## config.mk

```make
export PLATFORM = sky130hd
export DESIGN_NAME = pwg_channel
export DESIGN_NICKNAME = d
export VERILOG_FILES = /design/src/pwg_pkg.sv /design/src/pwg_channel.sv
export SDC_FILE = /design/constraint.sdc
export NUM_CORES = 2
export LEC_CHECK = 0
export ABC_CLOCK_PERIOD_IN_PS = 29100
export BUFFER_PORTS_ARGS = -buffer_cell sky130_fd_sc_hd__buf_4
export CAP_MARGIN = 20
export CORE_MARGIN = 4
export CORE_UTILIZATION = 55
export CTS_CLUSTER_DIAMETER = 80
export DETAILED_ROUTE_END_ITERATION = 7
export MAX_ROUTING_LAYER = met4
export PLACE_DENSITY = 0.71
export REMOVE_ABC_BUFFERS = 1
export SYNTH_ARGS = -nofsm -noshare
export SYNTH_HDL_FRONTEND = slang
export SYNTH_SLANG_ARGS = --single-unit
```

## constraint.sdc

```tcl
create_clock -name clk -period 29.1 [get_ports clk]
set_input_delay 4.365 -clock clk [delete_from_list [all_inputs] [get_ports clk]]
set_output_delay 4.365 -clock clk [all_outputs]
set_load 0.02 [all_outputs]
```

## src/pwg_pkg.sv

```systemverilog
// Constants, register map and carrier types of the PWM/PDM channel generator.
// Assumes a 40 MHz system clock and a plain single-cycle register port.
// How it works
// RULE_01: Disabled channel holds every output low.
// RULE_02: Duty equals value over scale plus offset.
// RULE_03: Magnitude limited by floor/ceiling; duty reported signed.
// RULE_04: Waveform pin only in types 0 and 1.
// RULE_05: Type 1 direction low forward, high reverse.
// RULE_06: Type 2 routes waveform to up or down.
// RULE_07: Carrier frequency clamped to half strobe rate.
// RULE_08: Undithered period is whole number of ticks.
// RULE_09: Zero carrier frequency selects pulse density.
// RULE_10: Undithered duty rounds to nearest tick count.
// RULE_11: Dithering alternates between two nearest counts.
// RULE_12: Dither setting ignored in pulse density mode.
// RULE_13: Type 0 negative duty gives floor duty.
// RULE_14: Slow update step precomputes; fast strobe generates.
// RULE_15: Density mode: accumulator overflow asserts output.
// RULE_16: Settings are signed fixed point, sampled at update; freq is unsigned Hz, and enable and output type act at once.
package pwg_pkg;

  // Timing
  localparam int unsigned CLK_NS    = 25;     // System clock period
  localparam int unsigned TICK_NS   = 1000;   // Pulse strobe period
  localparam int unsigned UPDATE_NS = 100000; // Update step period
  localparam int unsigned TICK_CYC  = (TICK_NS + CLK_NS - 1) / CLK_NS;
  localparam int unsigned UPD_CYC   = (UPDATE_NS + CLK_NS - 1) / CLK_NS;
  localparam int unsigned TICK_HZ   = 1000000000 / TICK_NS;
  localparam int unsigned DIV_STEPS = 32;     // Divider iterations

  // Fixed point: Q2.14, 1.0 is 16'h4000
  localparam int unsigned FRAC_BITS = 14;
  localparam logic [14:0] DUTY_ONE  = 15'h4000;
  localparam logic [35:0] HALF_LSB  = 36'h000002000;

  // Register word addresses
  localparam logic [3:0] ADDR_CTRL    = 4'h0;
  localparam logic [3:0] ADDR_VALUE   = 4'h1;
  localparam logic [3:0] ADDR_SCALE   = 4'h2;
  localparam logic [3:0] ADDR_OFFSET  = 4'h3;
  localparam logic [3:0] ADDR_FLOOR   = 4'h4;
  localparam logic [3:0] ADDR_CEILING = 4'h5;
  localparam logic [3:0] ADDR_FREQ    = 4'h6;
  localparam logic [3:0] ADDR_PRESENT = 4'h7;
  localparam logic [3:0] ADDR_PERIOD  = 4'h8;

  // Control field positions
  localparam int unsigned CTRL_EN     = 0;
  localparam int unsigned CTRL_DITHER = 1;
  localparam int unsigned CTRL_TYPE   = 2;

  // Values after reset
  localparam logic [3:0]  RST_CTRL    = 4'h0;
  localparam logic [15:0] RST_VALUE   = 16'h0000;
  localparam logic [15:0] RST_SCALE   = 16'h4000;
  localparam logic [15:0] RST_OFFSET  = 16'h0000;
  localparam logic [15:0] RST_FLOOR   = 16'h0000;
  localparam logic [15:0] RST_CEILING = 16'h4000;
  localparam logic [31:0] RST_FREQ    = 32'h000003e8;

  // Settings captured at each update step
  typedef struct packed {
    logic signed [15:0] value;
    logic signed [15:0] scale;
    logic signed [15:0] offset;
    logic signed [15:0] floor_dc;
    logic signed [15:0] ceiling_dc;
    logic [31:0]        freq;
    logic               dither;
  } pwg_set_type;

  // Counts handed from update step to pulse step
  typedef struct packed {
    logic [19:0] period; // Zero selects density mode
    logic [19:0] high;
    logic [13:0] frac;
    logic [14:0] mag;
    logic        dither;
  } pwg_cnt_type;

endpackage

```

## src/pwg_channel.sv

```systemverilog
// One PWM/PDM channel: register port, slow update step and fast pulse step.
// Assumes the register master is synchronous to clk and never strobes
// read and write together.
//
// Decided for this implementation: strobed register access and the placing of the registers.
`timescale 1ns/1ps

module pwg_channel
(
  // Clock and reset
  input  wire logic        clk,
  input  wire logic        rst,
  // Register port
  input  wire logic [3:0]  addr,
  input  wire logic [31:0] wdata,
  input  wire logic        wr,
  input  wire logic        rd,
  output logic [31:0]      rdata,
  // Power stage pins
  output logic             pwm,
  output logic             dir,
  output logic             up,
  output logic             down
);

  // Magnitude of a signed 16-bit word
  function automatic logic [15:0] abs16(input logic signed [15:0] v);
    abs16 = v[15] ? 16'(-v) : 16'(v);
  endfunction

  // Limit a duty setting to the range 0 .. 1.0
  function automatic logic [14:0] lim_one(input logic signed [15:0] v);
    if (v[15])
      lim_one = 15'h0000;
    else if (v[14:0] > pwg_pkg::DUTY_ONE)
      lim_one = pwg_pkg::DUTY_ONE;
    else
      lim_one = v[14:0];
  endfunction

  // Update step sequencer
  typedef enum logic [1:0] {PWG_IDLE, PWG_DIV_DUTY, PWG_DIV_PER, PWG_FINISH} pwg_state_type;

  // Register file
  logic [3:0]         ctrl;        // Enable, dither, output type
  logic signed [15:0] value;       // Commanded value
  logic signed [15:0] scale;       // Value giving full duty
  logic signed [15:0] offset;      // Duty offset
  logic signed [15:0] duty_floor;  // Least duty magnitude
  logic signed [15:0] duty_ceiling;// Greatest duty magnitude
  logic [31:0]        freq;        // Requested carrier in Hz
  logic signed [15:0] present_duty;// Duty after limits

  // Clock enables
  logic [5:0]  tick_cnt;           // Pulse strobe divider
  logic [11:0] upd_cnt;            // Update step divider
  logic        tick;               // Pulse strobe
  logic        upd;                // Update step strobe

  // Update step state
  pwg_state_type      state;
  pwg_pkg::pwg_set_type snap;       // Settings sampled at update
  pwg_pkg::pwg_cnt_type next_cnt;   // Counts being built
  pwg_pkg::pwg_cnt_type cnt_set;    // Counts for pulse step
  logic [31:0]        num;         // Dividend, becomes quotient
  logic [31:0]        den;         // Divisor
  logic [31:0]        rem;         // Partial remainder
  logic [5:0]         steps;       // Divider steps left
  logic [16:0]        quo;         // Saturated duty quotient
  logic               q_neg;       // Quotient sign

  // Pulse step state
  pwg_pkg::pwg_cnt_type live;       // Counts of running period
  logic [19:0]        pos;         // Tick within period
  logic [19:0]        cur_high;    // High ticks this period
  logic [13:0]        facc;        // Dither fraction accumulator
  logic [13:0]        dacc;        // Density accumulator
  logic               wave;        // Raw waveform
  logic               neg;         // Reverse direction

  // Register decode
  wire        sel_w = wr && (addr <= pwg_pkg::ADDR_FREQ);
  wire [1:0]  otype = ctrl[pwg_pkg::CTRL_TYPE +: 2];
  wire        en    = ctrl[pwg_pkg::CTRL_EN];
  wire [31:0] rd_mux =
    (addr == pwg_pkg::ADDR_CTRL)    ? {28'h0000000, ctrl} :
    (addr == pwg_pkg::ADDR_VALUE)   ? {{16{value[15]}}, value} :
    (addr == pwg_pkg::ADDR_SCALE)   ? {{16{scale[15]}}, scale} :
    (addr == pwg_pkg::ADDR_OFFSET)  ? {{16{offset[15]}}, offset} :
    (addr == pwg_pkg::ADDR_FLOOR)   ? {{16{duty_floor[15]}}, duty_floor} :
    (addr == pwg_pkg::ADDR_CEILING) ? {{16{duty_ceiling[15]}}, duty_ceiling} :
    (addr == pwg_pkg::ADDR_FREQ)    ? freq :
    (addr == pwg_pkg::ADDR_PRESENT) ? {{16{present_duty[15]}}, present_duty} :
    (addr == pwg_pkg::ADDR_PERIOD)  ? {12'h000, cnt_set.period} :
    32'h00000000;

  // Divider trial subtraction, one quotient bit per cycle
  wire [32:0] trial    = {rem, num[31]} - {1'b0, den};
  wire        trial_ok = !trial[32];

  // Duty arithmetic on the finished quotient
  wire signed [19:0] q_s   = q_neg ? -$signed({3'b000, quo}) : $signed({3'b000, quo});
  wire signed [19:0] dc    = q_s + 20'(snap.offset);                      // RULE_02
  wire               dc_neg = dc[19];
  wire [19:0]        dc_abs = dc_neg ? 20'(-dc) : 20'(dc);
  wire [14:0]        lo     = lim_one(snap.floor_dc);
  wire [14:0]        hi     = lim_one(snap.ceiling_dc);
  // Floor applied first so a ceiling below the floor still wins
  wire [14:0] m_floor = (dc_abs < {5'h00, lo}) ? lo : dc_abs[14:0];     // RULE_03
  wire [14:0] m_lim   = (dc_abs > {5'h00, hi} || m_floor > hi) ? hi : m_floor; // RULE_03
  wire [14:0] m_used  = (dc_neg && otype == 2'h0) ? lo : m_lim;         // RULE_13

  // High tick counts from magnitude and period
  wire [35:0] prod     = 36'(m_used) * 36'(next_cnt.period);
  wire [35:0] prod_rnd = prod + pwg_pkg::HALF_LSB;
  wire [31:0] half_hz  = 32'(pwg_pkg::TICK_HZ / 2);
  wire [31:0] tick_hz  = 32'(pwg_pkg::TICK_HZ);

  // Dither and density accumulator sums, and the last tick of the running period
  wire [14:0] facc_sum = {1'b0, facc} + {1'b0, cnt_set.frac};
  wire [14:0] dacc_sum = {1'b0, dacc} + live.mag;
  wire        last     = (pos + 20'h00001 >= live.period);

  // Strobe dividers; update is much slower than the pulse strobe
  always_ff @(posedge clk)
  begin
    if (rst)
    begin
      tick_cnt <= 6'h00;
      upd_cnt  <= 12'h000;
    end
    else
    begin
      tick_cnt <= (tick_cnt == 6'(pwg_pkg::TICK_CYC - 1)) ? 6'h00 : tick_cnt + 6'h01;
      upd_cnt  <= (upd_cnt == 12'(pwg_pkg::UPD_CYC - 1)) ? 12'h000 : upd_cnt + 12'h001;
    end
  end

  assign tick = (tick_cnt == 6'h00);
  assign upd  = (upd_cnt == 12'h000);

  // Register writes and read data, answered the cycle after the strobe
  always_ff @(posedge clk)
  begin
    if (rst)
    begin
      ctrl         <= pwg_pkg::RST_CTRL;
      value        <= pwg_pkg::RST_VALUE;
      scale        <= pwg_pkg::RST_SCALE;
      offset       <= pwg_pkg::RST_OFFSET;
      duty_floor   <= pwg_pkg::RST_FLOOR;
      duty_ceiling <= pwg_pkg::RST_CEILING;
      freq         <= pwg_pkg::RST_FREQ;
      rdata        <= 32'h00000000;
    end
    else
    begin
      if (sel_w && addr == pwg_pkg::ADDR_CTRL)
        ctrl <= wdata[3:0];
      if (sel_w && addr == pwg_pkg::ADDR_VALUE)
        value <= wdata[15:0];
      if (sel_w && addr == pwg_pkg::ADDR_SCALE)
        scale <= wdata[15:0];
      if (sel_w && addr == pwg_pkg::ADDR_OFFSET)
        offset <= wdata[15:0];
      if (sel_w && addr == pwg_pkg::ADDR_FLOOR)
        duty_floor <= wdata[15:0];
      if (sel_w && addr == pwg_pkg::ADDR_CEILING)
        duty_ceiling <= wdata[15:0];
      if (sel_w && addr == pwg_pkg::ADDR_FREQ)
        freq <= wdata;
      // Unmapped reads return zero
      rdata <= rd ? rd_mux : 32'h00000000;
    end
  end

  // Slow update step: sample, divide twice, derive counts
  always_ff @(posedge clk)
  begin
    if (rst)
    begin
      state        <= PWG_IDLE;
      snap         <= '0;
      next_cnt     <= '0;
      cnt_set      <= '0;
      num          <= 32'h00000000;
      den          <= 32'h00000000;
      rem          <= 32'h00000000;
      steps        <= 6'h00;
      quo          <= 17'h00000;
      q_neg        <= 1'b0;
      present_duty <= 16'h0000;
    end
    else
    begin
      unique case (state)
        PWG_IDLE:
        begin
          if (upd)
          begin
            // Settings other than enable and output type are only looked at here
            snap  <= '{value, scale, offset, duty_floor, duty_ceiling, freq,
                       ctrl[pwg_pkg::CTRL_DITHER]};                     // RULE_16
            num   <= {2'b00, abs16(value), 14'h0000};
            den   <= {16'h0000, abs16(scale)};
            rem   <= 32'h00000000;
            steps <= 6'(pwg_pkg::DIV_STEPS);
            q_neg <= value[15] ^ scale[15];
            state <= PWG_DIV_DUTY;                                      // RULE_14
          end
        end
        PWG_DIV_DUTY, PWG_DIV_PER:
        begin
          if (steps != 6'h00)
          begin
            rem   <= trial_ok ? trial[31:0] : {rem[30:0], num[31]};
            num   <= {num[30:0], trial_ok};
            steps <= steps - 6'h01;
          end
          else if (state == PWG_DIV_DUTY)
          begin
            // Zero scale divides to all ones and saturates
            quo   <= (num[31:17] != 15'h0000) ? 17'h1ffff : num[16:0];
            // Undithered carrier rounds to nearest whole period
            num   <= snap.dither ? tick_hz : tick_hz + (snap.freq >> 1); // RULE_08
            den   <= snap.freq;
            rem   <= 32'h00000000;
            steps <= 6'(pwg_pkg::DIV_STEPS);
            state <= PWG_DIV_PER;
          end
          else
          begin
            if (snap.freq == 32'h00000000)
              next_cnt.period <= 20'h00000;                             // RULE_09
            else if (snap.freq > half_hz)
              next_cnt.period <= 20'h00002;                             // RULE_07
            else
              next_cnt.period <= (num[31:20] != 12'h000) ? 20'hfffff : num[19:0];
            state <= PWG_FINISH;
          end
        end
        PWG_FINISH:
        begin
          cnt_set.period  <= next_cnt.period;
          cnt_set.mag     <= m_used;
          cnt_set.frac    <= prod[13:0];
          // Dither means nothing without a period
          cnt_set.dither  <= snap.dither && (next_cnt.period != 20'h00000); // RULE_12
          cnt_set.high    <= snap.dither ? prod[33:14] : prod_rnd[33:14];  // RULE_10
          present_duty    <= dc_neg ? -$signed({1'b0, m_used}) : $signed({1'b0, m_used}); // RULE_03
          state           <= PWG_IDLE;
        end
      endcase
    end
  end

  // Fast pulse step; new counts are taken at a period boundary, or on every tick in density mode
  always_ff @(posedge clk)
  begin
    if (rst)
    begin
      live     <= '0;
      pos      <= 20'h00000;
      cur_high <= 20'h00000;
      facc     <= 14'h0000;
      dacc     <= 14'h0000;
      wave     <= 1'b0;
      neg      <= 1'b0;
    end
    else if (tick)
    begin
      if (live.period == 20'h00000)
      begin
        // Density mode: overflow of the accumulator gives a high tick
        dacc <= dacc_sum[13:0];                                         // RULE_15
        wave <= dacc_sum[14];                                           // RULE_15
        live <= cnt_set;
        neg  <= present_duty[15];
        pos  <= 20'h00000;
      end
      else
      begin
        wave <= (pos < cur_high);
        if (last)
        begin
          // Swap in fresh counts and pick this period's duty
          live <= cnt_set;                                              // RULE_14
          neg  <= present_duty[15];
          pos  <= 20'h00000;
          if (cnt_set.dither)
          begin
            facc     <= facc_sum[13:0];                                  // RULE_11
            cur_high <= cnt_set.high + 20'(facc_sum[14]);               // RULE_11
          end
          else
            cur_high <= cnt_set.high;                                   // RULE_10
        end
        else
          pos <= pos + 20'h00001;
      end
    end
  end

  // Output pins per output type, all low while disabled
  always_ff @(posedge clk)
  begin
    if (rst)
    begin
      pwm  <= 1'b0;
      dir  <= 1'b0;
      up   <= 1'b0;
      down <= 1'b0;
    end
    else
    begin
      pwm  <= en && (otype == 2'h0 || otype == 2'h1) && wave;           // RULE_01 RULE_04
      dir  <= en && (otype == 2'h1) && neg;                             // RULE_05
      up   <= en && (otype == 2'h2) && wave && !neg;                    // RULE_06
      down <= en && (otype == 2'h2) && wave && neg;                     // RULE_06
    end
  end

endmodule

```

==> reports/metrics.yaml <==
initial_core_util_pct: 55.5
grt-ovfl-total: 0
cap_violations: 0
final_cell_mix: "nand2_1 (842), dfxtp_1 (583), a21oi_1 (462), inv_1 (396), nor2_1 (384)"
synth_ff_type: "dfxtp_1"
path_clk_slew_ns: 0.06
ctsHoldBuffers: 0
path_class: "reg2reg"
worstReg2RegEnd: "cnt_set[49]"
tightest_slew_ns: 1.17
yosys_warnings: 0
rrSetupSlack_ns: 11.41
dr.pass1.iters: 6
drive_gt1_share_pct: 6.43
max_clock_freq_ghz: 0.0565
cts_htree_levels: 3
setup_tns_ns: 0
place.port_buffers: 75
drc: 0
clk_latency_ns: 0.63
cpPeakStageDelay_ns: 0.76
ys_seq_area_share_pct: 28.2
syn-cell-area_mm2: 0.0413
die_height_um: 282
min_path_cells: 2
final_common_cell: "nand2_1"
max_slew_margin_pct: 22.1
worst_clock_skew_ns: 0.0311
period_share_pct: 60.8
final-max-slew-violation-count: 0
numCtsBuffers: 67
critPathLaunchType: "register"
fp-row-count: 100
grt_pass1_wl_um: 194000
via_count: 36186
io_pins: 76
vias_per_cell: 5.97
cts_tree: "yes"
synthCells: 5149
cp-end-kind: "register"
place_hpwl_um: 92700
fillers: 6691
grt_pass1_vias: 34082
coreArea_mm2: 0.0744
synth-edff-count: 0
path_common_cell: "fa_1"
yosysTopAreaCell: "dfxtp_1"
antenna_found_initial: 2
gp_congestion: 0.991
synthArstFlopShare_pct: 0
outcome: "complete, no violations"
r2r-start: "quo[0]"
ys_ff_latch: 583
syn2layout_area_growth_pct: 8.09
die_w_um: 282
utilization_pct: 60.0
crit_required_ns: 29.62
clk_path_buf_depth: 3
finalHoldViolCount: 0
ff2ff_path_depth: 64
initialDrtViolationCount: 3392
finalNetCount: 5592
synth_cell_types: 98
drt-total-wl_um: 125000
cts-resized-gates: 0
post_cts_buffers: 0
path_max_fanout: 23
setup_violations: 0
postSynthAreaPerCell_um2: 8.03
synth.top_cell.area_share_pct: 28.2
slowest_stage: "a21o_1"
die-area_mm2: 0.0796
hold_start: "dacc[4]"
ant_nets: 0
cts_sinks: 583
drt-wirelength-per-cell_um: 20.6
crit_arrival_ns: 18.21
holdPathEnd: "dacc[4]"
rsz0062_at_grt: "no"
hold_path_class: "reg2reg"
cts-root-buf: "clkbuf_16"
min_period_ns: 17.69
grtUsageTotal_pct: 31.8
holdWs_ns: 0.456
yosys-top-cells-area: "dfxtp_1 (28%), fa_1 (11%), ha_1 (8.3%)"
grt_max_degree: 109
-- cells in the mapped netlist (33+ instances only) --
library cell    n
a211oi_1       75
a21o_1         57
a21oi_1       464
a22oi_1        46
a31oi_1        49
and2_1        126
clkbuf_1      274
dfxtp_1       583
fa_1          235
ha_1          274
inv_1         397
mux2i_1       114
nand2_1       842
nand2b_1       46
nand3_1       121
nand4_1        33
nor2_1        386
nor2b_1        41
nor3_1         52
nor4_1         40
o21ai_0       211
xnor2_1       133
xor2_1        105
-- metal layers --
layer	share of wire [%]	wire (um)	global-route usage (%)
met2	44	55200	48.2
met1	44	54900	43.6
met4	3.8	4770	10.8
met3	8.0	9960	4.98
met5	0	0	-
-- critical path: cells and delay by family (launching register included) --
family	cells	cell delay [ns]
DFF	1	0.34
xor gates and xnor gates	5	0.79
AOI/OAI and AO/OA	31	7.78
buffers and inverters	4	0.36
adders and majority gates	11	4.69
and+or+nand+nor	13	3.64
-- cell families (layout without fill, tap and decap cells) --
kind of cell	Yosys count	after routing	synth area share, %
flops	583	583	28.2
fa+ha+maj	510	510	19.7
compound gates	1172	1172	17.8
simple gates	1810	1810	19.7
buf+inv	715	653	6.53
xor+xnor	240	240	5.14
mux	119	119	2.90
other cells	0	3	0
-- worst max path at each step --
stage / cells after the start / endpoint / slack (ns) / from
5_1_grt: 62 / cnt_set[49] / 10.06 / quo[0]
6_report: 64 / cnt_set[49] / 11.41 / quo[0]
2_1_floorplan: 61 / cnt_set[49] / 12.27 / quo[0]
4_1_cts: 64 / cnt_set[49] / 11.29 / quo[0]
3_5_place_dp: 62 / cnt_set[49] / 11.33 / quo[0]
3_3_place_gp: 62 / cnt_set[49] / 11.59 / quo[0]
-- state kept, by name, indices dropped and copies added, names as in the netlist, 32 cells and up --
register  flops
cnt_set      69
live         35
snap         81
num          32
den          32
rdata        32
rem          32
freq         32
-- layout make-up --
class                           instances  area (um2)  area share, %
Antenna cell                            3        7.51         0.0168
Clock inverter                         25         308          0.689
Clock buffer                           88        1860           4.15
Timing Repair Buffer                  142        1080           2.41
Multi-Input combinational cell       3851       27000           60.5
Tap cell                              969        1210           2.71
Inverter                              398        1490           3.34
Sequential cell                       583       11700           26.1
-- metrics by stage --
step	setup WS [ns]	instance area, um2	std cells
2_1_floorplan	12.27	40100	4832
3_3_place_gp	11.59	42500	5940
3_5_place_dp	11.33	42500	5940
4_1_cts	11.29	44600	6053
5_1_grt	10.06	44700	6058
6_report	11.41	44700	6059
Power is left out: the tool's default activity adds up to more than one toggle a clock period on the data nets, which glitch-free logic cannot reach.
